==> src/verilog/cmr_consts.svh <==
`ifndef CMR_CONSTS_SVH
`define CMR_CONSTS_SVH

// register word indices (printed offsets are not all multiples of four,
// so each printed offset is an index and the byte address is four times it)
`define CMR_IDX_LANE0_PRE    14'h05C4
`define CMR_IDX_LANE1_PRE    14'h05C6
`define CMR_IDX_OFS_GLOBAL   14'h0701
`define CMR_IDX_OFS_LOCAL    14'h073B
`define CMR_IDX_DITHER       14'h0922
`define CMR_IDX_PLL_CAL      14'h1222
`define CMR_IDX_STARTUP      14'h1228
`define CMR_IDX_LOCK_CLR     14'h1262
`define CMR_IDX_VREF         14'h18A6
`define CMR_IDX_IRQ_STATUS   14'h1F00
`define CMR_IDX_IRQ_MASK     14'h1F01
`define CMR_IDX_STATE        14'h1F02

// reset values
`define CMR_RST_PRE          8'h00
`define CMR_RST_OFS_GLOBAL   8'h06
`define CMR_RST_OFS_LOCAL    8'hBF
`define CMR_RST_DITHER       8'h70
`define CMR_RST_PLL_CAL      8'h00
`define CMR_RST_STARTUP      8'h0F
`define CMR_RST_LOCK_CLR     8'h00
`define CMR_RST_VREF         8'h00

// codes
`define CMR_CODE_CAL_START   8'h04
`define CMR_CODE_NORMAL      8'h00
`define CMR_CODE_LOCK_CLEAR  8'h08
`define CMR_CODE_STARTUP_RST 8'h4F
`define CMR_CODE_OFS_ON      8'h86
`define CMR_CODE_OFS_OFF     8'h06
`define CMR_CODE_DITHER_ON   8'h70
`define CMR_CODE_DITHER_OFF  8'h71

// field positions
`define CMR_BIT_TOP          7
`define CMR_LVL_HI           6
`define CMR_LVL_LO           4
`define CMR_LVL_MAX          3'h4
`define CMR_LOCAL_RO         7'h3F
`define CMR_BIT_VREF         0
`define CMR_BIT_VREF_RW4     4

// interrupt status bits
`define CMR_IRQ_LOCK_LOST    0
`define CMR_IRQ_CAL_DONE     1
`define CMR_IRQ_OFS_MISMATCH 2
`define CMR_IRQ_W            3

// axi responses
`define CMR_RESP_OKAY        2'h0
`define CMR_RESP_SLVERR      2'h2

`endif

==> src/verilog/cmr_pkg.sv <==
package cmr_pkg;
  typedef struct packed {
    logic       tapOn;
    logic [2:0] level;
  } cmr_pre_t;

  typedef struct packed {
    logic       lane0TapEnable;
    logic [3:0] lane0DbStep;
    logic       lane1TapPolarity;
    logic [3:0] lane1DbStep;
    logic       ditherEnable;
    logic       pllCalStart;
    logic       startupHold;
    logic       offsetCalGlobal;
    logic       offsetCalLocal;
    logic       externalRef;
  } cmr_ctrl_t;
endpackage : cmr_pkg

==> src/verilog/cmr_misc_regs.sv <==
// The AXI4-Lite register port was chosen for this implementation.
`timescale 1ns/1ps
`include "cmr_consts.svh"

module cmr_misc_regs #(
  parameter int ADDR_W = 16
) (
  input  wire logic                 clk,
  input  wire logic                 rst_n,
  input  wire logic [ADDR_W-1:0]    s_axi_awaddr,
  input  wire logic                 s_axi_awvalid,
  output logic                      s_axi_awready,
  input  wire logic [31:0]          s_axi_wdata,
  input  wire logic [3:0]           s_axi_wstrb,
  input  wire logic                 s_axi_wvalid,
  output logic                      s_axi_wready,
  output logic [1:0]                s_axi_bresp,
  output logic                      s_axi_bvalid,
  input  wire logic                 s_axi_bready,
  input  wire logic [ADDR_W-1:0]    s_axi_araddr,
  input  wire logic                 s_axi_arvalid,
  output logic                      s_axi_arready,
  output logic [31:0]               s_axi_rdata,
  output logic [1:0]                s_axi_rresp,
  output logic                      s_axi_rvalid,
  input  wire logic                 s_axi_rready,
  input  wire logic                 pllLockLost,
  input  wire logic                 pllCalDone,
  output cmr_pkg::cmr_ctrl_t        ctrl,
  output logic                      lockLostLatched,
  output logic                      irq
);

  initial begin
    if (ADDR_W < 16) $error("ADDR_W must be at least 16");
  end

  logic [7:0] lane0Pre;
  logic [7:0] lane1Pre;
  logic [7:0] ofsGlobal;
  logic       ofsLocal;
  logic [7:0] dither;
  logic [7:0] pllCal;
  logic [7:0] startup;
  logic [7:0] lockClr;
  logic       vrefSel;
  logic       vrefRw4;
  logic [`CMR_IRQ_W-1:0] irqStatus;
  logic [`CMR_IRQ_W-1:0] irqMask;

  // write channel: address and data may arrive in either order
  logic              awHeld;
  logic              wHeld;
  logic [ADDR_W-1:0] awAddr;
  logic [7:0]        wByte;
  logic              wLane0;
  logic              doWrite;
  logic              doRead;

  function automatic logic [13:0] word_index(input logic [ADDR_W-1:0] a);
    word_index = a[15:2];
  endfunction : word_index

  // 0 dB plus 3 dB per step; codes above 4 are saturated to 12 dB
  function automatic logic [3:0] db_step(input logic [2:0] lvl);
    db_step = (lvl > `CMR_LVL_MAX) ? 4'hC : ({1'b0, lvl} * 4'h3);
  endfunction : db_step

  assign s_axi_awready = !awHeld && !s_axi_bvalid;
  assign s_axi_wready  = !wHeld && !s_axi_bvalid;
  assign doWrite       = awHeld && wHeld && !s_axi_bvalid;
  assign s_axi_arready = !s_axi_rvalid;
  assign doRead        = s_axi_arvalid && s_axi_arready;

  always_ff @(posedge clk) begin
    if (!rst_n) begin
      awHeld <= 1'b0;
      awAddr <= '0;
    end else if (s_axi_awvalid && s_axi_awready) begin
      awHeld <= 1'b1;
      awAddr <= s_axi_awaddr;
    end else if (doWrite) begin
      awHeld <= 1'b0;
    end
  end

  always_ff @(posedge clk) begin
    if (!rst_n) begin
      wHeld  <= 1'b0;
      wByte  <= 8'h00;
      wLane0 <= 1'b0;
    end else if (s_axi_wvalid && s_axi_wready) begin
      wHeld  <= 1'b1;
      wByte  <= s_axi_wdata[7:0];
      wLane0 <= s_axi_wstrb[0];
    end else if (doWrite) begin
      wHeld <= 1'b0;
    end
  end

  logic [13:0] wIdx;
  logic        wHit;
  logic        we;
  assign wIdx = word_index(awAddr);
  always_comb begin
    case (wIdx)
      `CMR_IDX_LANE0_PRE, `CMR_IDX_LANE1_PRE, `CMR_IDX_OFS_GLOBAL,
      `CMR_IDX_OFS_LOCAL, `CMR_IDX_DITHER, `CMR_IDX_PLL_CAL,
      `CMR_IDX_STARTUP, `CMR_IDX_LOCK_CLR, `CMR_IDX_VREF,
      `CMR_IDX_IRQ_STATUS, `CMR_IDX_IRQ_MASK, `CMR_IDX_STATE:
        wHit = 1'b1;
      default: wHit = 1'b0;
    endcase
  end
  assign we = doWrite && wLane0;

  always_ff @(posedge clk) begin
    if (!rst_n) begin
      s_axi_bvalid <= 1'b0;
      s_axi_bresp  <= `CMR_RESP_OKAY;
    end else if (doWrite) begin
      s_axi_bvalid <= 1'b1;
      s_axi_bresp  <= wHit ? `CMR_RESP_OKAY : `CMR_RESP_SLVERR;
    end else if (s_axi_bready) begin
      s_axi_bvalid <= 1'b0;
    end
  end

  // pre-emphasis: low nibble reserved, reads zero
  always_ff @(posedge clk) begin
    if (!rst_n) begin
      lane0Pre <= `CMR_RST_PRE;
      lane1Pre <= `CMR_RST_PRE;
    end else if (we && wIdx == `CMR_IDX_LANE0_PRE) begin
      lane0Pre <= {wByte[7:4], 4'h0};
    end else if (we && wIdx == `CMR_IDX_LANE1_PRE) begin
      lane1Pre <= {wByte[7:4], 4'h0};
    end
  end

  always_ff @(posedge clk) begin
    if (!rst_n) begin
      ofsGlobal <= `CMR_RST_OFS_GLOBAL;
      ofsLocal  <= 1'b1;
    end else if (we && wIdx == `CMR_IDX_OFS_GLOBAL) begin
      ofsGlobal <= wByte;
    end else if (we && wIdx == `CMR_IDX_OFS_LOCAL) begin
      ofsLocal <= wByte[`CMR_BIT_TOP];
    end
  end

  always_ff @(posedge clk) begin
    if (!rst_n) begin
      dither <= `CMR_RST_DITHER;
    end else if (we && wIdx == `CMR_IDX_DITHER) begin
      dither <= wByte;
    end
  end

  always_ff @(posedge clk) begin
    if (!rst_n) begin
      pllCal <= `CMR_RST_PLL_CAL;
    end else if (we && wIdx == `CMR_IDX_PLL_CAL) begin
      pllCal <= wByte;
    end
  end

  always_ff @(posedge clk) begin
    if (!rst_n) begin
      startup <= `CMR_RST_STARTUP;
    end else if (we && wIdx == `CMR_IDX_STARTUP) begin
      startup <= wByte;
    end
  end

  always_ff @(posedge clk) begin
    if (!rst_n) begin
      lockClr <= `CMR_RST_LOCK_CLR;
    end else if (we && wIdx == `CMR_IDX_LOCK_CLR) begin
      lockClr <= wByte;
    end
  end

  always_ff @(posedge clk) begin
    if (!rst_n) begin
      vrefSel <= 1'b0;
      vrefRw4 <= 1'b0;
    end else if (we && wIdx == `CMR_IDX_VREF) begin
      vrefSel <= wByte[`CMR_BIT_VREF];
      vrefRw4 <= wByte[`CMR_BIT_VREF_RW4];
    end
  end

  always_ff @(posedge clk) begin
    if (!rst_n) begin
      irqMask <= '0;
    end else if (we && wIdx == `CMR_IDX_IRQ_MASK) begin
      irqMask <= wByte[`CMR_IRQ_W-1:0];
    end
  end

  // loss-of-lock latch; a new loss in the clear cycle wins
  logic lockClrWrite;
  assign lockClrWrite = we && wIdx == `CMR_IDX_LOCK_CLR
                        && wByte == `CMR_CODE_LOCK_CLEAR;
  always_ff @(posedge clk) begin
    if (!rst_n) begin
      lockLostLatched <= 1'b0;
    end else if (pllLockLost) begin
      lockLostLatched <= 1'b1;
    end else if (lockClrWrite) begin
      lockLostLatched <= 1'b0;
    end
  end

  // the pairing is software's duty; a mismatch is only reported
  logic ofsMismatch;
  assign ofsMismatch = ofsGlobal[`CMR_BIT_TOP] == ofsLocal;

  logic [`CMR_IRQ_W-1:0] irqEvent;
  logic                  statusRead;
  assign irqEvent[`CMR_IRQ_LOCK_LOST]    = pllLockLost;
  assign irqEvent[`CMR_IRQ_CAL_DONE]     = pllCalDone;
  assign irqEvent[`CMR_IRQ_OFS_MISMATCH] = ofsMismatch;
  assign statusRead = doRead
                      && word_index(s_axi_araddr) == `CMR_IDX_IRQ_STATUS;

  // read clears; an event in the same cycle stays set
  always_ff @(posedge clk) begin
    if (!rst_n) begin
      irqStatus <= '0;
    end else if (statusRead) begin
      irqStatus <= irqEvent;
    end else begin
      irqStatus <= irqStatus | irqEvent;
    end
  end

  assign irq = |(irqStatus & irqMask);

  logic [7:0] rdByte;
  logic       rdHit;
  always_comb begin
    rdHit  = 1'b1;
    rdByte = 8'h00;
    case (word_index(s_axi_araddr))
      `CMR_IDX_LANE0_PRE:  rdByte = lane0Pre;
      `CMR_IDX_LANE1_PRE:  rdByte = lane1Pre;
      `CMR_IDX_OFS_GLOBAL: rdByte = ofsGlobal;
      `CMR_IDX_OFS_LOCAL:  rdByte = {ofsLocal, `CMR_LOCAL_RO};
      `CMR_IDX_DITHER:     rdByte = dither;
      `CMR_IDX_PLL_CAL:    rdByte = pllCal;
      `CMR_IDX_STARTUP:    rdByte = startup;
      `CMR_IDX_LOCK_CLR:   rdByte = lockClr;
      `CMR_IDX_VREF:       rdByte = {3'h0, vrefRw4, 3'h0, vrefSel};
      `CMR_IDX_IRQ_STATUS: rdByte = {5'h00, irqStatus};
      `CMR_IDX_IRQ_MASK:   rdByte = {5'h00, irqMask};
      `CMR_IDX_STATE:      rdByte = {7'h00, lockLostLatched};
      default:             rdHit  = 1'b0;
    endcase
  end

  always_ff @(posedge clk) begin
    if (!rst_n) begin
      s_axi_rvalid <= 1'b0;
      s_axi_rdata  <= 32'h0000_0000;
      s_axi_rresp  <= `CMR_RESP_OKAY;
    end else if (doRead) begin
      s_axi_rvalid <= 1'b1;
      s_axi_rdata  <= {24'h000000, rdByte};
      s_axi_rresp  <= rdHit ? `CMR_RESP_OKAY : `CMR_RESP_SLVERR;
    end else if (s_axi_rready) begin
      s_axi_rvalid <= 1'b0;
    end
  end

  // decoded controls are registered so that the outputs come from flops
  cmr_pkg::cmr_pre_t pre0;
  cmr_pkg::cmr_pre_t pre1;
  assign pre0 = lane0Pre[7:4];
  assign pre1 = lane1Pre[7:4];
  always_ff @(posedge clk) begin
    if (!rst_n) begin
      ctrl <= '0;
    end else begin
      ctrl.lane0TapEnable   <= pre0.tapOn;
      ctrl.lane0DbStep      <= db_step(pre0.level);
      ctrl.lane1TapPolarity <= pre1.tapOn;
      ctrl.lane1DbStep      <= db_step(pre1.level);
      ctrl.ditherEnable     <= dither != `CMR_CODE_DITHER_OFF;
      ctrl.pllCalStart      <= pllCal == `CMR_CODE_CAL_START;
      ctrl.startupHold      <= startup == `CMR_CODE_STARTUP_RST;
      ctrl.offsetCalGlobal  <= ofsGlobal == `CMR_CODE_OFS_ON;
      ctrl.offsetCalLocal   <= !ofsLocal;
      ctrl.externalRef      <= vrefSel;
    end
  end
endmodule : cmr_misc_regs

==> config.mk <==
export PLATFORM = sky130hd
export DESIGN_NAME = cmr_misc_regs
export DESIGN_NICKNAME = d
export VERILOG_FILES = /design/src/verilog/cmr_pkg.sv /design/src/verilog/cmr_misc_regs.sv
export VERILOG_INCLUDE_DIRS = /design/src /design/src/verilog
export SDC_FILE = /design/constraint.sdc
export NUM_CORES = 1
export LEC_CHECK = 0
export BUFFER_PORTS_ARGS = -buffer_cell sky130_fd_sc_hd__buf_2
export CORE_MARGIN = 5
export CORE_UTILIZATION = 40
export CTS_CLUSTER_SIZE = 8
export DETAILED_ROUTE_END_ITERATION = 6
export PLACE_DENSITY = 0.69
export SLEW_MARGIN = 20
export SYNTH_ARGS = -nofsm -noshare
export SYNTH_HDL_FRONTEND = slang
export SYNTH_SLANG_ARGS = --single-unit
==> constraint.sdc <==
create_clock -name clk -period 2.1 [get_ports clk]
set_clock_uncertainty 0.1 [all_clocks]
set_input_delay 0.315 -clock clk [delete_from_list [all_inputs] [get_ports clk]]
set_output_delay 0.315 -clock clk [all_outputs]
set_load 0.03 [all_outputs]
==> results of run 1 <==
layout by cell type (no fill, tap or decap), types with 11 or more instances in the layout:
master / instances
dfxtp_1: 106
nand2_1: 91
buf_2: 78
nor2_1: 67
buf_4: 56
mux2i_1: 52
a21oi_1: 47
nand3_1: 37
conb_1: 26
inv_1: 18
o21ai_0: 11
nand4_1: 11
synthesized netlist by cell type, types with 4 or more instances:
cell type  instances  area share [%]
a211oi_1           5            0.70
a21oi_1           47             4.4
a22oi_1            8             1.1
and2_1             5            0.58
and3b_1            4            0.65
and4_1             4            0.65
buf_4             26             3.6
clkbuf_1          34             2.4
dfxtp_1          111              41
ha_1               4            0.93
inv_1             19             1.3
mux2_2             4            0.84
mux2i_1           52             9.7
nand2_1           91             6.4
nand2b_1           4            0.47
nand3_1           40             3.7
nand4_1           11             1.3
nor2_1            67             4.7
nor2b_1            5            0.58
nor3_1            10            0.93
nor3b_1            4            0.56
nor4_1             9             1.0
nor4b_1            6            0.98
nor4bb_1           4            0.75
o21ai_0           11             1.0
o22ai_1            5            0.58
or3_1              4            0.47
or4_1              4            0.56
worst max path at each step:
stage	start	endpoint	cells after the start
6_report	awAddr[4]$_SDFFE_PN0P_	irqMask[1]$_SDFFE_PN0P_	5
3_5_place_dp	awAddr[4]$_SDFFE_PN0P_	irqMask[1]$_SDFFE_PN0P_	5
4_1_cts	awAddr[4]$_SDFFE_PN0P_	ofsGlobal[4]$_SDFFE_PN0N_	7
5_1_grt	awAddr[4]$_SDFFE_PN0P_	ofsGlobal[3]$_SDFFE_PN0N_	7
2_1_floorplan	awAddr[4]$_SDFFE_PN0P_	ofsGlobal[1]$_SDFFE_PN1N_	5
3_3_place_gp	awAddr[4]$_SDFFE_PN0P_	irqMask[0]$_SDFFE_PN0P_	5
cell families after synthesis:
logic type,share of synthesized area [%]
compound gates,11.1
mux,10.5
buf+inv,7.51
flops,41.4
other cells,0.0699
xor+xnor,0.163
simple gates,27.5
fa+ha+maj,1.68
routing by layer:
| layer | share of wire [%] | global-route usage (%) | vias up |
|---|---|---|---|
| met5 | 0 | 0 | - |
| met4 | 1.9 | 5.55 | 0 |
| met3 | 6.9 | 3.56 | 23 |
| met2 | 46 | 29.1 | 184 |
| met1 | 45 | 24.6 | 2307 |
| li1 | - | - | 2433 |
repair_timing:
| item | 4_1_cts | 5_1_grt |
|---|---|---|
| pin swaps | 0 | 5 |
| resized for setup | 4 | 15 |
| setup buffers | 1 | 0 |
| endpoints found under the hold margin | 0 | 0 |
| endpoints found under the setup margin | 14 | 35 |
power by group through the flow:
stage,clock (µW),sequential [µW],combinational [µW]
detailed placement,0,2230,500
global placement,0,2230,497
CTS,1900,2180,512
floorplan,0,2240,332
global route,1990,2190,571
finish,1860,2190,528
per-stage QoR:
step	setup TNS (ns)	area (µm²)	std cells
after floorplan	-0.120	5460	667
after global placement	-0.111	6220	919
after detailed placement	-0.199	6220	919
after CTS	-0.00729	6580	936
after global routing	-0.713	6640	936
final	0	6640	936
area by class of cell:
type | instances | area (µm²) | share of cell area, %
Multi-Input combinational cell | 475 | 2890 | 43.6
Sequential cell | 111 | 2230 | 33.6
Timing Repair Buffer | 139 | 897 | 13.5
Clock buffer | 9 | 225 | 3.39
Tap cell | 176 | 220 | 3.32
Clock inverter | 7 | 103 | 1.55
Inverter | 19 | 71.3 | 1.07
worst min-delay path, stage by stage:
cell and delay, ns:
buf_2 0.09, nand2_1 0.05, a21oi_1 0.05
registers in the layout, summed over array words and instances (netlist names), 3 cells and up:
signal and flops:
startup 8, lane1Pre 4, lockClr 8, awAddr 14, wByte 8, pllCal 8, dither 8, ctrl 16
ofsGlobal 8, irqStatus 3, lane0Pre 4, irqMask 3, s_axi_rdata 8
==> flow_metrics.env, run 1 <==
export IMPL_slew_headroom_pct=47.4
export IMPL_firstDrtPassIters=6
export IMPL_first_iter_violations=425
export IMPL_cts_hold_buf=0
export IMPL_fmax_ghz=0.477
export IMPL_start_util_pct=40.7
export IMPL_cp_common_cell="or4_4"
export IMPL_fin_ws_ns=0.00370
export IMPL_dr_total_vias=4947
export IMPL_syn_area_mm2=0.00536
export IMPL_finalHoldViolations=0
export IMPL_synthFlopType="dfxtp_1"
export IMPL_syn_mean_instance_area_um2=8.35
export IMPL_clk_pin_slew_ns=0.08
export IMPL_ys_ff_latch=111
export IMPL_drive_gt1_share_pct=24.3
export IMPL_fin_crit_sh_pct=99.8
export IMPL_dieArea_mm2=0.0158
export IMPL_synth_edf_count=0
export IMPL_switchingPower_uw=1170
export IMPL_intPower_uw=3400
export IMPL_min_delay_start="s_axi_awaddr[4]"
export IMPL_max_stage_delay_ns=0.48
export IMPL_crit_path_end_kind="flip-flop"
export IMPL_ir_worst_vdd_mv=0.462
export IMPL_die_y_um=126
export IMPL_critical_path_arrival_ns=2.20
export IMPL_seq_area_frac_synth_pct=41.4
export IMPL_grt_max_degree=78
export IMPL_antenna_left=0
export IMPL_switching_share_pct=25.6
export IMPL_drc=0
export IMPL_hp_class="in -> reg"
export IMPL_combPwrFrac_pct=11.5
export IMPL_cts_sinks=111
export IMPL_cp_start_kind="flip-flop"
export IMPL_port_buffers=78
export IMPL_r2r_cells=5
export IMPL_cts_inserted_buffers=9
export IMPL_min_to="awAddr[4]$_SDFFE_PN0P_"
export IMPL_synthArstFlopShare_pct=0
export IMPL_critPathSlowestCell="or4_4"
export IMPL_nNetsFinal=838
export IMPL_hold_ws_ns=0.0950
export IMPL_cap_violations=0
export IMPL_row_count=42
export IMPL_syn_inst=642
export IMPL_worstHoldPathCells=3
export IMPL_powerDensity_mw_per_mm2=690
export IMPL_cp_max_fo=3
export IMPL_post_route_min_period_ns=2.10
export IMPL_grt_first_pass_wirelength_mm=23.4
export IMPL_seq_power_share_pct=47.8
export IMPL_setup_viol=0
export IMPL_cts_root_buf="clkbuf_16"
export IMPL_grt_overflow=0
export IMPL_diodes=0
export IMPL_rr_endpoint="irqMask[1]$_SDFFE_PN0P_"
export IMPL_grt_use_total_pct=18.1
export IMPL_drt_total_wl_mm=14.6
export IMPL_pre_cts_ws_ns=-0.0682
export IMPL_crit_family="simple AND/OR/NAND/NOR gates"
export IMPL_gp_congestion=0.917
export IMPL_via_per_inst=5.29
export IMPL_status="completed"
export IMPL_utilization_pct=50.3
export IMPL_cts_htree_levels=3
export IMPL_syn_to_final_growth_pct=23.8
export IMPL_r2r_start="awAddr[4]$_SDFFE_PN0P_"
export IMPL_crit_buf_inv=0
export IMPL_wl_per_cell_um=15.6
export IMPL_power_leakage_uw=0.00289
export IMPL_yosysWarnings=0
export IMPL_finalMaxSlewViolations=0
export IMPL_finalPower_uw=4580
export IMPL_tightest_slew_ns=0.789
export IMPL_required_ns=2.20
export IMPL_p_clk_share_pct=40.7
export IMPL_cts_tree="built"
export IMPL_cts_max_path_buffers=2
export IMPL_crit_type="reg -> reg"
export IMPL_clock_latency_ns=0.35
export IMPL_cp_cell_sequence="or3_4 > or4_4 > or4_4 > mux2i_1 > nor2_1"
export IMPL_die_w_um=126
export IMPL_rsz0062_at_grt="yes"
export IMPL_core_mm2=0.0132
export IMPL_reg2reg_slack_ns=0.004
export IMPL_antenna_found_initial=0
export IMPL_hpwlAfterDp_mm=11.0
export IMPL_io_pins=136
export IMPL_grt_pass1_vias=4645
export IMPL_n_fill_cell=1327
export IMPL_ys_types=61
Power figures use the tool's default switching activity.
==> inputs of run 2 (changes only) <==
--- a/config.mk
+++ b/config.mk
@@ -8,4 +8,5 @@
 export LEC_CHECK = 0
 export BUFFER_PORTS_ARGS = -buffer_cell sky130_fd_sc_hd__buf_2
+export CAP_MARGIN = 20
 export CORE_MARGIN = 5
 export CORE_UTILIZATION = 40
==> constraint.sdc (replaced) <==
create_clock -name clk -period 2.1 [get_ports clk]
set_clock_uncertainty 0.1 [all_clocks]
set_input_delay 0.42 -clock clk [delete_from_list [all_inputs] [get_ports clk]]
set_output_delay 0.42 -clock clk [all_outputs]
set_load 0.03 [all_outputs]
==> flow_metrics.env, run 2 (synthesis results as in run 1) <==
export IMPL_critPathSlowestCell="or4_4"
export IMPL_drive_gt1_share_pct=24.2
export IMPL_cts_max_path_buffers=2
export IMPL_post_dp_cell_area_mm2=0.00627
export IMPL_die_y_um=126
export IMPL_regMostFlops="ctrl"
export IMPL_dieArea_mm2=0.0158
export IMPL_syn_to_final_growth_pct=23.8
export IMPL_crit_type="reg -> reg"
export IMPL_largest_reg_flops=16
export IMPL_hp_class="in -> reg"
export IMPL_cts_htree_levels=3
export IMPL_grt_pass1_vias=4536
export IMPL_drt_total_wl_mm=14.8
export IMPL_row_count=42
export IMPL_cts_hold_buf=0
export IMPL_die_w_um=126
export IMPL_first_iter_violations=413
export IMPL_cts_root_buf="clkbuf_16"
export IMPL_critical_path_arrival_ns=2.20
export IMPL_grt_max_degree=85
export IMPL_fin_crit_sh_pct=98.7
export IMPL_cap_violations=0
export IMPL_core_mm2=0.0132
export IMPL_crit_family="simple AND/OR/NAND/NOR gates"
export IMPL_r2r_start="awAddr[4]$_SDFFE_PN0P_"
export IMPL_antenna_left=0
export IMPL_top_regs="ctrl: 16 flops, awAddr: 14 flops"
export IMPL_post_route_min_period_ns=2.07
export IMPL_setup_tns_final_ns=0
export IMPL_max_stage_delay_ns=0.43
export IMPL_crit_buf_inv=2
export IMPL_port_buffers=78
export IMPL_clk_pin_slew_ns=0.07
export IMPL_cts_tree="built"
export IMPL_slew_headroom_pct=53.9
export IMPL_required_ns=2.23
export IMPL_finalHoldViolations=0
export IMPL_grt_first_pass_wirelength_mm=23.4
export IMPL_setup_viol=0
export IMPL_finalMaxSlewViolations=0
export IMPL_post_route_cell_area_mm2=0.00664
export IMPL_min_delay_start="s_axi_awaddr[4]"
export IMPL_cp_start_kind="flip-flop"
export IMPL_power_leakage_uw=0.00291
export IMPL_via_per_inst=5.25
export IMPL_diodes=0
export IMPL_powerDensity_mw_per_mm2=667
export IMPL_io_pins=136
export IMPL_n_fill_cell=1276
export IMPL_gp_congestion=0.945
export IMPL_hpwlAfterDp_mm=11.1
export IMPL_nNetsFinal=844
export IMPL_final_cell_mix="dfxtp_1 (109), nand2_1 (91), buf_2 (78)"
export IMPL_grt_use_total_pct=18.3
export IMPL_crit_path_end_kind="flip-flop"
export IMPL_clock_latency_ns=0.35
export IMPL_grt_overflow=0
export IMPL_drc=0
export IMPL_ir_worst_vdd_mv=0.538
export IMPL_rsz0062_at_grt="yes"
export IMPL_start_util_pct=40.7
export IMPL_fmax_ghz=0.482
export IMPL_crit_start="awAddr[4]$_SDFFE_PN0P_"
export IMPL_antenna_found_initial=0
export IMPL_cts_inserted_buffers=9
export IMPL_tightest_slew_ns=0.673
export IMPL_status="completed"
export IMPL_final_common_cell="dfxtp_1"
export IMPL_cp_max_fo=8
export IMPL_cts_sinks=111
export IMPL_wl_per_cell_um=15.7
export IMPL_dr_total_vias=4946
export IMPL_firstDrtPassIters=5
export IMPL_cp_cell_sequence="or3_4 > or4_4 > buf_6 > nor4_4 > buf_12 > mux2i_1 > nor2_1"
==> run 2: changes by cell type in the layout (fill, tap and decap cells not counted), moves of 2 or more <==
cell | previous run | this run
buf_4 | 56 | 63
clkbuf_1 | 0 | 2
dfxtp_1 | 106 | 109
dfxtp_2 | 5 | 2
==> run 2: worst paths after layout <==
check / cells past startpoint / slack [ns] / to
setup / recovery: 7 / 0.03 / ofsGlobal[7]$_SDFFE_PN0N_
hold / removal: 3 / 0.20 / awAddr[4]$_SDFFE_PN0P_
setup reg to reg: 7 / 0.03 / ofsGlobal[7]$_SDFFE_PN0N_
hold reg to reg: 2 / 0.35 / s_axi_rdata[3]$_SDFFE_PN0P_
==> run 2: what timing repair did <==
| action | CTS | global route |
|---|---|---|
| gates resized for setup | 1 | 12 |
| setup buffers | 0 | 1 |
| pin swaps | 0 | 4 |
| endpoints found under the setup margin | 3 | 27 |
==> run 2: metal layers <==
| metal | part of all wire [%] | global-route usage [%] | vias to the layer above |
|---|---|---|---|
| met2 | 45 | 28.9 | 197 |
| met1 | 45 | 24.7 | 2274 |
| met4 | 2.8 | 6.37 | 0 |
| met5 | 0 | 0 | - |
| li1 | - | - | 2442 |
| met3 | 7.3 | 4.28 | 33 |
==> run 2: power breakdown <==
part,internal (µW),switching [µW]
Sequential,2150,41.0
Combinational,186,336
Clock,963,753
==> run 2: worst reg2reg max path, stage by stage (launching register included) <==
cell and delay [ns]:
dfxtp_2 0.32, or3_4 0.38, or4_4 0.43, buf_6 0.14, nor4_4 0.18, buf_12 0.17
mux2i_1 0.18, nor2_1 0.06
==> run 2: cell type report <==
class | instances | area, µm² | area share (%)
clock buffer | 12 | 246 | 3.71
clock inverter | 4 | 52.6 | 0.791
inverter | 19 | 71.3 | 1.07
multi-input combinational | 475 | 2900 | 43.7
sequential | 111 | 2220 | 33.5
tap | 176 | 220 | 3.32
timing repair buffer | 145 | 926 | 13.9
==> run 2: stage by stage <==
stage | total power, µW | util [%] | worst slack (ns) | hold WS, ns | cells
2_1_floorplan | 2570 | - | -0.0247 | 0.312 | 667
3_3_place_gp | 2730 | 47.5 | -0.230 | 0.333 | 925
3_5_place_dp | 2740 | 47.5 | -0.204 | 0.338 | 925
4_1_cts | 4440 | 49.8 | 0.000956 | 0.191 | 941
5_1_grt | 4590 | 50.4 | -0.0545 | 0.197 | 942
6_report | 4430 | 50.4 | 0.0264 | 0.196 | 942
